### config.mk
export PLATFORM = sky130hd
export DESIGN_NAME = irq_sources
export DESIGN_NICKNAME = d
export VERILOG_FILES = /design/src/irq_src_pkg.sv /design/src/pin_detect.sv /design/src/irq_sources.sv
export VERILOG_INCLUDE_DIRS = /design/src
export SDC_FILE = /design/constraint.sdc
export NUM_CORES = 1
export LEC_CHECK = 0
export BUFFER_PORTS_ARGS = -buffer_cell sky130_fd_sc_hd__buf_2
export CAP_MARGIN = 20
export CORE_UTILIZATION = 56
export DETAILED_ROUTE_END_ITERATION = 7
export PLACE_DENSITY_LB_ADDON = 0.25
export SLEW_MARGIN = 20
export SYNTH_ARGS = -nofsm -noshare
export SYNTH_HDL_FRONTEND = slang
export SYNTH_SLANG_ARGS = --single-unit
### constraint.sdc
create_clock -name ref_clk_i -period 5.1 [get_ports ref_clk_i]
set_input_delay 0.51 -clock ref_clk_i [delete_from_list [all_inputs] [get_ports ref_clk_i]]
set_output_delay 0.51 -clock ref_clk_i [all_outputs]
set_load 0.005 [all_outputs]
### src/irq_src_defs.svh
// Offsets, field layouts, reset values and bus codes of the interrupt source block.
// Assumes a byte-addressed AXI4-Lite register window of 32 bytes.
`ifndef IRQ_SRC_DEFS_SVH
`define IRQ_SRC_DEFS_SVH

// ----------------------------------------------------------------------------
// Register offsets
// ----------------------------------------------------------------------------
`define DELAY_REQUEST_OFS      8'h00
`define DETECT_SELECT_OFS      8'h04
`define EXT_IRQ_ENABLE_OFS     8'h08
`define EXT_IRQ_CAUSE_OFS      8'h0c
`define IRQ_LEVEL_CONTROL_OFS  8'h10
`define TRANSFER_COUNT_OFS     8'h14
`define EVENT_STATUS_OFS       8'h18
`define EVENT_MASK_OFS         8'h1c

// ----------------------------------------------------------------------------
// Field layouts
// ----------------------------------------------------------------------------
`define DELAY_REQUEST_BIT      0
`define DETECT_FIELD_W         2
`define EXT_INPUTS             5
`define EXT_VECTORS            3
`define XFER_COUNT_W           8
`define EVENT_W                6
`define EVENT_DELAY_BIT        0
`define EVENT_CAUSE_LSB        1
// Inputs 0,1 -> vector 15; inputs 2,3 -> vector 24; input 4 (bus receive) -> vector 27
`define VEC0_PINS              5'h03
`define VEC1_PINS              5'h0c
`define VEC2_PINS              5'h10
`define DELAY_IRQ_NUMBER       8'h2a
`define VEC0_IRQ_NUMBER        8'h0f
`define VEC1_IRQ_NUMBER        8'h18
`define VEC2_IRQ_NUMBER        8'h1b

// ----------------------------------------------------------------------------
// Reset values
// ----------------------------------------------------------------------------
`define DELAY_REQUEST_RST      1'h0
`define DETECT_SELECT_RST      10'h000
`define EXT_IRQ_ENABLE_RST     5'h00
`define EXT_IRQ_CAUSE_RST      5'h00
`define IRQ_LEVEL_CONTROL_RST  3'h0
`define TRANSFER_COUNT_RST     8'h01
`define EVENT_STATUS_RST       6'h00
`define EVENT_MASK_RST         6'h00

// ----------------------------------------------------------------------------
// Bus answer codes
// ----------------------------------------------------------------------------
`define AXI_RESP_OKAY          2'h0
`define AXI_RESP_SLVERR        2'h2

`endif

### src/irq_src_pkg.sv
// Types shared by the interrupt source block.
// Assumes nothing of its surroundings.
package irq_src_pkg;

    // ------------------------------------------------------------------------
    // Detection modes of one external input, in field order
    // ------------------------------------------------------------------------
    typedef enum logic [1:0] {
        DET_LOW_LEVEL,
        DET_HIGH_LEVEL,
        DET_RISING_EDGE,
        DET_FALLING_EDGE
    } detect_mode_e;

    // ------------------------------------------------------------------------
    // Register decode result
    // ------------------------------------------------------------------------
    typedef enum logic [3:0] {
        REG_DELAY,
        REG_DETECT,
        REG_ENABLE,
        REG_CAUSE,
        REG_LEVEL_CTRL,
        REG_XFER_COUNT,
        REG_STATUS,
        REG_MASK,
        REG_NONE
    } reg_sel_e;

endpackage

### src/pin_detect.sv
// One external request input: two-stage synchroniser and level/edge detector.
// Assumes the pin is asynchronous to clk_i and rst_n_i is already synchronised.
`timescale 1ns/1ps
`default_nettype none

module pin_detect (
    input  wire logic                      clk_i,
    input  wire logic                      rst_n_i,
    input  wire logic                      pin_i,
    input  wire irq_src_pkg::detect_mode_e mode_i,
    output logic                           hit_o
);

    logic meta_ff;
    logic sync_ff;
    logic prev_ff;
    logic [2:0] warm_ff, nxt_warm;
    logic nxt_meta;
    logic nxt_sync;
    logic nxt_prev;

    // ------------------------------------------------------------------------
    // Synchroniser and history
    // ------------------------------------------------------------------------
    always_comb begin
        nxt_meta = pin_i;
        nxt_sync = meta_ff;
        nxt_prev = sync_ff;
        nxt_warm = {warm_ff[1:0], 1'h1};  // No hit until sync and history hold real pin samples
    end

    always_ff @(posedge clk_i or negedge rst_n_i) begin
        if (!rst_n_i) begin
            meta_ff <= 1'h0;
            sync_ff <= 1'h0;
            prev_ff <= 1'h0;
            warm_ff <= 3'h0;
        end else begin
            meta_ff <= nxt_meta;
            sync_ff <= nxt_sync;
            prev_ff <= nxt_prev;
            warm_ff <= nxt_warm;
        end
    end

    // ------------------------------------------------------------------------
    // Detection: levels hold while true, edges last one cycle
    // ------------------------------------------------------------------------
    always_comb begin
        case (mode_i)
            irq_src_pkg::DET_LOW_LEVEL:    hit_o = !sync_ff && warm_ff[2];
            irq_src_pkg::DET_HIGH_LEVEL:   hit_o = sync_ff && warm_ff[2];
            irq_src_pkg::DET_RISING_EDGE:  hit_o = sync_ff && !prev_ff && warm_ff[2];
            irq_src_pkg::DET_FALLING_EDGE: hit_o = !sync_ff && prev_ff && warm_ff[2];
            default:                       hit_o = 1'h0;
        endcase
    end

endmodule
`default_nettype wire

### src/irq_sources.sv
// Software delay interrupt and five-input external interrupt unit with AXI4-Lite registers.
// Assumes one 25 MHz clock, an asynchronous active-low reset and a transfer service on the same clock.
//
// Notes on behaviour
// - Writing one raises delay request, held.
// - Writing zero withdraws delay request.
// - Delay request goes out as vector 42.
// - Delay request has no enable gate.
// - Delay request bit reads back as flag.
// - Delay request never starts transfer service.
// - Delay setting latched until next write.
// - Five inputs: four pins plus bus receive.
// - Bus receive line raises wakeup interrupt.
// - Per-input high, low, rising, falling detection.
// - Per-input enable gates forwarding to CPU.
// - Per-input cause flag records detected request.
// - Select zero: request branches to handler directly.
// - Select one: transfers first, then handler.
//
// Our own choices: the AXI4-Lite register port and the address map.
`timescale 1ns/1ps
`default_nettype none
`include "irq_src_defs.svh"

module irq_sources #(
    parameter int ADDR_W = 8
) (
    input  wire logic                     ref_clk_i,
    input  wire logic                     rst_n_i,
    input  wire logic [ADDR_W-1:0]        s_axi_awaddr_i,
    input  wire logic                     s_axi_awvalid_i,
    output logic                          s_axi_awready_o,
    input  wire logic [31:0]              s_axi_wdata_i,
    input  wire logic [3:0]               s_axi_wstrb_i,
    input  wire logic                     s_axi_wvalid_i,
    output logic                          s_axi_wready_o,
    output logic [1:0]                    s_axi_bresp_o,
    output logic                          s_axi_bvalid_o,
    input  wire logic                     s_axi_bready_i,
    input  wire logic [ADDR_W-1:0]        s_axi_araddr_i,
    input  wire logic                     s_axi_arvalid_i,
    output logic                          s_axi_arready_o,
    output logic [31:0]                   s_axi_rdata_o,
    output logic [1:0]                    s_axi_rresp_o,
    output logic                          s_axi_rvalid_o,
    input  wire logic                     s_axi_rready_i,
    input  wire logic [3:0]               ext_irq_pin_i,
    input  wire logic                     can_rx_i,
    input  wire logic [`EXT_VECTORS-1:0]  xfer_ack_i,
    output logic                          delay_irq_o,
    output logic [`EXT_VECTORS-1:0]       ext_branch_irq_o,
    output logic [`EXT_VECTORS-1:0]       ext_xfer_req_o,
    output logic                          irq_o
);

    localparam int NIN  = `EXT_INPUTS;
    localparam int NVEC = `EXT_VECTORS;
    localparam logic [NIN-1:0] VEC_PINS [NVEC] = '{`VEC0_PINS, `VEC1_PINS, `VEC2_PINS};
    if (ADDR_W < 5 || ADDR_W > 8) begin : g_bad_addr
        $error("ADDR_W must lie between 5 and 8");
    end

    // ------------------------------------------------------------------------
    // Decode and byte-lane helpers
    // ------------------------------------------------------------------------
    function automatic irq_src_pkg::reg_sel_e reg_decode(input logic [ADDR_W-1:0] addr);
        logic [7:0] a;
        a = 8'(addr);
        case (a)
            `DELAY_REQUEST_OFS:     reg_decode = irq_src_pkg::REG_DELAY;
            `DETECT_SELECT_OFS:     reg_decode = irq_src_pkg::REG_DETECT;
            `EXT_IRQ_ENABLE_OFS:    reg_decode = irq_src_pkg::REG_ENABLE;
            `EXT_IRQ_CAUSE_OFS:     reg_decode = irq_src_pkg::REG_CAUSE;
            `IRQ_LEVEL_CONTROL_OFS: reg_decode = irq_src_pkg::REG_LEVEL_CTRL;
            `TRANSFER_COUNT_OFS:    reg_decode = irq_src_pkg::REG_XFER_COUNT;
            `EVENT_STATUS_OFS:      reg_decode = irq_src_pkg::REG_STATUS;
            `EVENT_MASK_OFS:        reg_decode = irq_src_pkg::REG_MASK;
            default:                reg_decode = irq_src_pkg::REG_NONE;
        endcase
    endfunction
    function automatic logic [31:0] lane_mask(input logic [3:0] strb);
        lane_mask = {{8{strb[3]}}, {8{strb[2]}}, {8{strb[1]}}, {8{strb[0]}}};
    endfunction

    // ------------------------------------------------------------------------
    // Reset release
    // ------------------------------------------------------------------------
    logic rst_meta_ff, rst_sync_ff;
    always_ff @(posedge ref_clk_i or negedge rst_n_i) begin
        if (!rst_n_i) begin
            rst_meta_ff <= 1'h0;
            rst_sync_ff <= 1'h0;
        end else begin
            rst_meta_ff <= 1'h1;
            rst_sync_ff <= rst_meta_ff;
        end
    end

    // ------------------------------------------------------------------------
    // Input detection
    // ------------------------------------------------------------------------
    logic [NIN-1:0]       pins, hit;
    logic [2*NIN-1:0]     detect_sel_ff, nxt_detect_sel;
    assign pins = {can_rx_i, ext_irq_pin_i};
    for (genvar i = 0; i < NIN; i++) begin : g_pin
        pin_detect u_det (
            .clk_i   (ref_clk_i),
            .rst_n_i (rst_sync_ff),
            .pin_i   (pins[i]),
            .mode_i  (irq_src_pkg::detect_mode_e'(detect_sel_ff[2*i +: 2])),
            .hit_o   (hit[i])
        );
    end

    // ------------------------------------------------------------------------
    // Bus and register state
    // ------------------------------------------------------------------------
    logic                     aw_held_ff, nxt_aw_held, w_held_ff, nxt_w_held, wr_fire;
    logic [ADDR_W-1:0]        aw_addr_ff, nxt_aw_addr;
    logic [31:0]              w_data_ff, nxt_w_data, rdata_ff, nxt_rdata, wr_mask;
    logic [3:0]               w_strb_ff, nxt_w_strb;
    logic                     awready_ff, nxt_awready, wready_ff, nxt_wready, arready_ff, nxt_arready;
    logic                     bvalid_ff, nxt_bvalid, rvalid_ff, nxt_rvalid;
    logic [1:0]               bresp_ff, nxt_bresp, rresp_ff, nxt_rresp;
    irq_src_pkg::reg_sel_e    wr_sel;
    logic                     delay_req_ff, nxt_delay_req, delay_irq_ff, nxt_delay_irq, irq_ff, nxt_irq;
    logic [NIN-1:0]           enable_ff, nxt_enable, cause_ff, nxt_cause, cause_clr;
    logic [NVEC-1:0]          xfer_sel_ff, nxt_xfer_sel, branch_ff, nxt_branch, xreq_ff, nxt_xreq;
    logic [`XFER_COUNT_W-1:0] xfer_count_ff, nxt_xfer_count, remain_ff [NVEC], nxt_remain [NVEC];
    logic [`EVENT_W-1:0]      status_ff, nxt_status, mask_ff, nxt_mask, events;

    // ------------------------------------------------------------------------
    // Bus handshakes
    // ------------------------------------------------------------------------
    always_comb begin
        wr_fire     = aw_held_ff && w_held_ff && !bvalid_ff;
        wr_sel      = reg_decode(aw_addr_ff);
        wr_mask     = lane_mask(w_strb_ff);
        nxt_aw_held = aw_held_ff;
        nxt_aw_addr = aw_addr_ff;
        nxt_w_held  = w_held_ff;
        nxt_w_data  = w_data_ff;
        nxt_w_strb  = w_strb_ff;
        nxt_bvalid  = bvalid_ff;
        nxt_bresp   = bresp_ff;
        if (s_axi_awvalid_i && awready_ff) begin
            nxt_aw_held = 1'h1;
            nxt_aw_addr = s_axi_awaddr_i;
        end
        if (s_axi_wvalid_i && wready_ff) begin
            nxt_w_held = 1'h1;
            nxt_w_data = s_axi_wdata_i;
            nxt_w_strb = s_axi_wstrb_i;
        end
        if (bvalid_ff && s_axi_bready_i) begin
            nxt_bvalid = 1'h0;
        end
        if (wr_fire) begin
            nxt_aw_held = 1'h0;
            nxt_w_held  = 1'h0;
            nxt_bvalid  = 1'h1;
            nxt_bresp   = (wr_sel == irq_src_pkg::REG_NONE) ? `AXI_RESP_SLVERR : `AXI_RESP_OKAY;
        end
        // One write in flight: no new address or data until the answer is taken
        nxt_awready = !nxt_aw_held && !nxt_bvalid;
        nxt_wready  = !nxt_w_held && !nxt_bvalid;
        nxt_arready = arready_ff || !rvalid_ff;
        nxt_rvalid  = rvalid_ff;
        nxt_rdata   = rdata_ff;
        nxt_rresp   = rresp_ff;
        if (rvalid_ff && s_axi_rready_i) begin
            nxt_rvalid  = 1'h0;
            nxt_arready = 1'h1;
        end
        if (s_axi_arvalid_i && arready_ff) begin
            nxt_arready = 1'h0;
            nxt_rvalid  = 1'h1;
            nxt_rresp   = `AXI_RESP_OKAY;
            nxt_rdata   = 32'h0;
            case (reg_decode(s_axi_araddr_i))
                irq_src_pkg::REG_DELAY:      nxt_rdata[`DELAY_REQUEST_BIT] = delay_req_ff;
                irq_src_pkg::REG_DETECT:     nxt_rdata[2*NIN-1:0] = detect_sel_ff;
                irq_src_pkg::REG_ENABLE:     nxt_rdata[NIN-1:0] = enable_ff;
                irq_src_pkg::REG_CAUSE:      nxt_rdata[NIN-1:0] = cause_ff;
                irq_src_pkg::REG_LEVEL_CTRL: nxt_rdata[NVEC-1:0] = xfer_sel_ff;
                irq_src_pkg::REG_XFER_COUNT: nxt_rdata[`XFER_COUNT_W-1:0] = xfer_count_ff;
                irq_src_pkg::REG_STATUS:     nxt_rdata[`EVENT_W-1:0] = status_ff;
                irq_src_pkg::REG_MASK:       nxt_rdata[`EVENT_W-1:0] = mask_ff;
                default:                     nxt_rresp = `AXI_RESP_SLVERR;
            endcase
        end
    end

    always_ff @(posedge ref_clk_i or negedge rst_sync_ff) begin
        if (!rst_sync_ff) begin
            aw_held_ff <= 1'h0;
            aw_addr_ff <= '0;
            w_held_ff  <= 1'h0;
            w_data_ff  <= 32'h0;
            w_strb_ff  <= 4'h0;
            awready_ff <= 1'h0;
            wready_ff  <= 1'h0;
            bvalid_ff  <= 1'h0;
            bresp_ff   <= `AXI_RESP_OKAY;
            arready_ff <= 1'h0;
            rvalid_ff  <= 1'h0;
            rdata_ff   <= 32'h0;
            rresp_ff   <= `AXI_RESP_OKAY;
        end else begin
            aw_held_ff <= nxt_aw_held;
            aw_addr_ff <= nxt_aw_addr;
            w_held_ff  <= nxt_w_held;
            w_data_ff  <= nxt_w_data;
            w_strb_ff  <= nxt_w_strb;
            awready_ff <= nxt_awready;
            wready_ff  <= nxt_wready;
            bvalid_ff  <= nxt_bvalid;
            bresp_ff   <= nxt_bresp;
            arready_ff <= nxt_arready;
            rvalid_ff  <= nxt_rvalid;
            rdata_ff   <= nxt_rdata;
            rresp_ff   <= nxt_rresp;
        end
    end

    // ------------------------------------------------------------------------
    // Registers, cause flags and request routing
    // ------------------------------------------------------------------------
    always_comb begin
        nxt_delay_req  = delay_req_ff;
        nxt_detect_sel = detect_sel_ff;
        nxt_enable     = enable_ff;
        nxt_xfer_sel   = xfer_sel_ff;
        nxt_xfer_count = xfer_count_ff;
        nxt_mask       = mask_ff;
        cause_clr      = '0;
        events         = '0;
        nxt_remain     = remain_ff;
        if (wr_fire) begin
            case (wr_sel)
                irq_src_pkg::REG_DELAY: begin
                    if (wr_mask[`DELAY_REQUEST_BIT]) begin
                        nxt_delay_req = w_data_ff[`DELAY_REQUEST_BIT];
                    end
                end
                irq_src_pkg::REG_DETECT: begin
                    nxt_detect_sel = (detect_sel_ff & ~wr_mask[2*NIN-1:0]) |
                                     (w_data_ff[2*NIN-1:0] & wr_mask[2*NIN-1:0]);
                end
                irq_src_pkg::REG_ENABLE: begin
                    nxt_enable = (enable_ff & ~wr_mask[NIN-1:0]) | (w_data_ff[NIN-1:0] & wr_mask[NIN-1:0]);
                end
                irq_src_pkg::REG_CAUSE:      cause_clr = w_data_ff[NIN-1:0] & wr_mask[NIN-1:0];
                irq_src_pkg::REG_LEVEL_CTRL: begin
                    nxt_xfer_sel = (xfer_sel_ff & ~wr_mask[NVEC-1:0]) | (w_data_ff[NVEC-1:0] & wr_mask[NVEC-1:0]);
                end
                irq_src_pkg::REG_XFER_COUNT: begin
                    if (wr_mask[0]) begin
                        nxt_xfer_count = w_data_ff[`XFER_COUNT_W-1:0];
                        nxt_remain     = '{default: w_data_ff[`XFER_COUNT_W-1:0]};
                    end
                end
                irq_src_pkg::REG_MASK: begin
                    nxt_mask = (mask_ff & ~wr_mask[`EVENT_W-1:0]) | (w_data_ff[`EVENT_W-1:0] & wr_mask[`EVENT_W-1:0]);
                end
                default: ;
            endcase
        end
        // A detection in the clearing cycle keeps the flag set
        nxt_cause = (cause_ff & ~cause_clr) | hit;
        events[`EVENT_DELAY_BIT] = nxt_delay_req && !delay_req_ff;
        events[`EVENT_CAUSE_LSB +: NIN] = hit & ~cause_ff;
        nxt_status = status_ff;
        if (wr_fire && wr_sel == irq_src_pkg::REG_STATUS) begin
            nxt_status = status_ff & ~(w_data_ff[`EVENT_W-1:0] & wr_mask[`EVENT_W-1:0]);
        end
        nxt_status = nxt_status | events;
        nxt_irq    = |(nxt_status & nxt_mask);
        // Delay request goes straight out, never through the transfer path
        nxt_delay_irq = nxt_delay_req;
        for (int v = 0; v < NVEC; v++) begin
            logic pend;
            pend = |(cause_ff & enable_ff & VEC_PINS[v]);
            if (xreq_ff[v] && xfer_ack_i[v] && remain_ff[v] != '0) begin
                nxt_remain[v] = remain_ff[v] - `XFER_COUNT_W'(1);
            end
            // Limitation: under transfer the cause stays set, so one edge keeps requesting until the count runs out or the cause is cleared
            nxt_xreq[v]   = xfer_sel_ff[v] && pend && nxt_remain[v] != '0 && !(xreq_ff[v] && xfer_ack_i[v]);
            nxt_branch[v] = pend && (!xfer_sel_ff[v] || nxt_remain[v] == '0);
        end
    end

    always_ff @(posedge ref_clk_i or negedge rst_sync_ff) begin
        if (!rst_sync_ff) begin
            delay_req_ff  <= `DELAY_REQUEST_RST;
            detect_sel_ff <= `DETECT_SELECT_RST;
            enable_ff     <= `EXT_IRQ_ENABLE_RST;
            cause_ff      <= `EXT_IRQ_CAUSE_RST;
            xfer_sel_ff   <= `IRQ_LEVEL_CONTROL_RST;
            xfer_count_ff <= `TRANSFER_COUNT_RST;
            status_ff     <= `EVENT_STATUS_RST;
            mask_ff       <= `EVENT_MASK_RST;
            branch_ff     <= '0;
            xreq_ff       <= '0;
            delay_irq_ff  <= 1'h0;
            irq_ff        <= 1'h0;
            remain_ff     <= '{default: `TRANSFER_COUNT_RST};
        end else begin
            delay_req_ff  <= nxt_delay_req;
            detect_sel_ff <= nxt_detect_sel;
            enable_ff     <= nxt_enable;
            cause_ff      <= nxt_cause;
            xfer_sel_ff   <= nxt_xfer_sel;
            xfer_count_ff <= nxt_xfer_count;
            status_ff     <= nxt_status;
            mask_ff       <= nxt_mask;
            branch_ff     <= nxt_branch;
            xreq_ff       <= nxt_xreq;
            delay_irq_ff  <= nxt_delay_irq;
            irq_ff        <= nxt_irq;
            remain_ff     <= nxt_remain;
        end
    end

    // ------------------------------------------------------------------------
    // Outputs
    // ------------------------------------------------------------------------
    assign {s_axi_awready_o, s_axi_wready_o} = {awready_ff, wready_ff};
    assign {s_axi_bvalid_o, s_axi_bresp_o} = {bvalid_ff, bresp_ff};
    assign {s_axi_arready_o, s_axi_rvalid_o, s_axi_rresp_o} = {arready_ff, rvalid_ff, rresp_ff};
    assign s_axi_rdata_o = rdata_ff;
    assign {delay_irq_o, irq_o} = {delay_irq_ff, irq_ff};
    assign {ext_branch_irq_o, ext_xfer_req_o} = {branch_ff, xreq_ff};

endmodule
`default_nettype wire

==> results.md <==
* Status: complete, no violations
* Fraction of the mapped netlist area in compound gates at 12.02%
* Max frequency at 315.8 MHz
* Ant. Diodes at 0
* Synth Area per Inst at 11.21 µm²
* Unrepaired setup endpoints after global routing: false
* Initial Util at 57.67%
* Leakage at 3.420 nW
* Drt total wl at 14,570 µm
* Unique masters post-synth at 79
* GRT Overall Usage at 25.49%
* Switch Pwr at 995.6 µW
* CTS tree: built
* Hold_sp: ext_irq_pin_i[2]
* Slew margin rel. at 28.31%
* Clock sinks at 134
* Die area at 12,250 µm²
* Critical Path Start Type: flop
* Cell Rows at 39
* Post-synth EDFFs at 0
* Largest net degree at the start of global routing at 72
* Largest family of logic cells by synthesized area: simple AND/OR/NAND/NOR gates
* Max FO, Critical Path at 12
* RR Startpoint: remain_ff[0]
* Final HPWL DP at 10,200 µm
* Data arrival, critical path at 3.45 ns
* Main synth FF type: dfrtp_1
* Share of cells above drive strength 1 at 29.15%
* Commonest non-fill, non-tap cell in the layout: dfrtp_1
* Number of global-route vias before repair at 4,812
* Vias post-DR at 4,846
* Mapped Area at 6613 µm²
* VDD IR max at 0.0002978 V
* Multi-input logic area at 2947 µm²
* Cells after synthesis at 590
* Multiplexer share of the synthesized area at 12.83%
* Register area at 3362 µm²
* Kind of critical path: flop to flop
* Sw Ratio at 30.48%
* Routed Antenna Nets at 0
* CP peak stage delay at 0.77 ns
* Wire per inst at 17.95 µm
* Residual DRC count at 0
* Internal Power at 2.270 mW
* Max Root-Sink Buffers at 2
* Clk pwr share at 36.5%
* CTS Buf Count at 17
* Post-CTS setup repair buffer count at 0
* Final setup TNS at 0 ns
* Port Buffer Count at 67
* Initial drt markers at 315
* Hold EP: g_pin[2].u_det.meta_ff
* Nets at 729
* R2R depth at 8
* Worst Setup End Kind: flop
* Die Y at 110.7 µm
* Placer Congestion at 0.8777
* Core ar. at 11,470 µm²
* Max Cap Violations at 0
* FF-to-FF End: ext_xfer_req_o[2]
* Crit path max-delay cell type: a21oi_1
* Required @ worst endpoint at 5.38 ns
* Setup Skew at 0.007436 ns
* Crit path top cell by count: a21oi_1
* Hold-critical path depth at 1
* Crit path cell chain: inv_1 -> ha_1 -> nor4b_2 -> a21oi_1 -> mux2_2 -> o221a_2 -> nor4_1 -> a21oi_1
* Clk slew on worst S/H paths at 0.06 ns
* Commonest non-fill, non-tap cells in the layout: 129 x dfrtp_1, 75 x nand2_1, 67 x buf_2
* Remaining Overflow, GRT at 0
* Synth Area in Adders at 1.135%
* Slew @ Worst Pin at 1.072 ns
* Simple-gate share of the synthesized area at 16.97%
* Htree depth at 4
* Hold Crit Class: input port to flop
* Period utilisation layout at 62.09%
* Io pins at 116
* Synth warn at 0
* Tmin final at 3.166 ns
* Min setup slack post-route at 1.934 ns
* Vias per cell at 5.968
* Gate power share at 16.0%
* Setup violators final at 0
* Sequential share of the synthesized area at 50.79%
* Synth async-reset ratio at 100.0%
* Fillers at 883
* Final hold vios at 0
* Clock latency on the worst-skew pair at 0.42 ns
* Pins Over Slew Limit at 0
* Clock root buffer: clkbuf_16
* Initial antenna violation count at 0
* First-pass GRT wire length at 24,340 µm
* Synth Area in XOR/XNOR at 0.1325%
* First drt pass iteration count at 5
* Post-synthesis register bit count at 134
* Pwr Density at 435.2 nW/µm²
* Flop2flop setup slack at 1.93 ns
* Area Growth Syn to Fin at 13.49%
* Reg power frac at 47.4%
* Worst slack, placed at 1.984 ns
* Die span in x at 110.7 µm
==> layer usage <==
layer | share of wire [%] | wire length [µm] | vias up | track usage, %
met5 | 0 | 0 | - | 0
met4 | 2.5 | 363 | 0 | 10.49
met3 | 4.1 | 591 | 23 | 5.522
met2 | 49 | 7099 | 145 | 40.29
met1 | 45 | 6519 | 2431 | 34.31
li1 | - | - | 2247 | -
==> critical path, delay by kind of cell (launching register included) <==
family | cells | cell delay [ns]
AOI/OAI and AO/OA | 3 | 1.15
adders and majority gates | 1 | 0.21
buffers and inverters | 1 | 0.06
DFF | 1 | 0.56
muxes | 1 | 0.42
and+or+nand+nor | 2 | 0.62
==> synthesized netlist by cell type, drive strengths merged (3+ instances only) <==
cell     count  area [µm²]
dfrtp      130        3253
nand2       75       281.5
mux2        52       585.6
buf         32       252.7
nor2        23       88.84
inv         22       82.58
o21ai       20       100.1
nand3       16       80.08
mux2i       15       150.1
a21oi       14       77.58
clkbuf      14       62.56
nor3        14       70.07
o221a       12       135.1
nand3b      11       82.58
nor4        11       111.4
nand4       10       62.56
nand2b       8       50.05
a22oi        7       52.55
nor2b        7       46.30
a2bb2oi      6       65.06
ha           6       75.07
a211oi       5       42.54
and3         5       36.28
mux4         5       112.6
nor3b        5       37.54
o211ai       5       37.54
dfstp        4       105.1
o22ai        4       25.02
a22o         3       26.28
or3          3       18.77
==> metrics by stage <==
step | power (mW) | instance area (µm²) | instances | hold slack [ns] | utilization [%]
floorplan | 1.893 | 6703 | 614 | 0.2144 | -
global placement | 2.048 | 6913 | 779 | 0.2942 | 60.28
detailed placement | 2.079 | 6913 | 779 | 0.2989 | 60.28
CTS | 3.281 | 7505 | 812 | 0.1856 | 65.44
global route | 3.410 | 7505 | 812 | 0.1878 | 65.44
finish | 3.266 | 7505 | 812 | 0.1951 | 65.44
==> area by class of cell <==
type                    instances  area share [%]
clock buffers                  20           6.085
repair buffers                 69           4.702
clock inverters                12           1.667
flip-flops and latches        134           44.80
multi-input cells             412           39.26
inverters                      22           1.100
well taps                     143           2.384
==> cells by family (layout without fill, tap and decap cells) <==
family | count (synthesis) | after routing
buffers and inverters | 68 | 123
multiplexers | 72 | 72
AND/OR/NAND/NOR | 204 | 204
AO/OA/AOI/OAI | 103 | 103
other | 2 | 26
adder cells (fa/ha/maj) | 6 | 6
flip-flops | 134 | 134
XOR/XNOR | 1 | 1
==> worst max path at each step <==
| stage | startpoint | endpoint | slack [ns] | cells after the start |
|---|---|---|---|---|
| floorplan | rst_sync_ff | asynchronous set/reset pin | 1.10 | 0 |
| global placement | remain_ff[0] | ext_xfer_req_o[2] | 2.03 | 8 |
| detailed placement | remain_ff[0] | ext_xfer_req_o[2] | 1.98 | 8 |
| CTS | remain_ff[0] | ext_xfer_req_o[2] | 1.96 | 8 |
| global route | aw_addr_ff[0] | ext_xfer_req_o[2] | 1.70 | 6 |
| finish | remain_ff[0] | ext_xfer_req_o[2] | 1.93 | 8 |
==> timing repair <==
item / 4_1_cts / 5_1_grt
endpoints found under the hold margin: 2 / 0
resized for setup: 0 / 0
hold buffers: 1 / 0
==> power by group through the flow <==
stage,clock [mW],sequential (mW),combinational [mW]
floorplan,0,1.43,0.466
global placement,0,1.55,0.500
detailed placement,0,1.56,0.522
CTS,1.21,1.55,0.526
global route,1.25,1.58,0.576
finish,1.19,1.55,0.524
No activity file was read; power rests on OpenSTA's default activity.
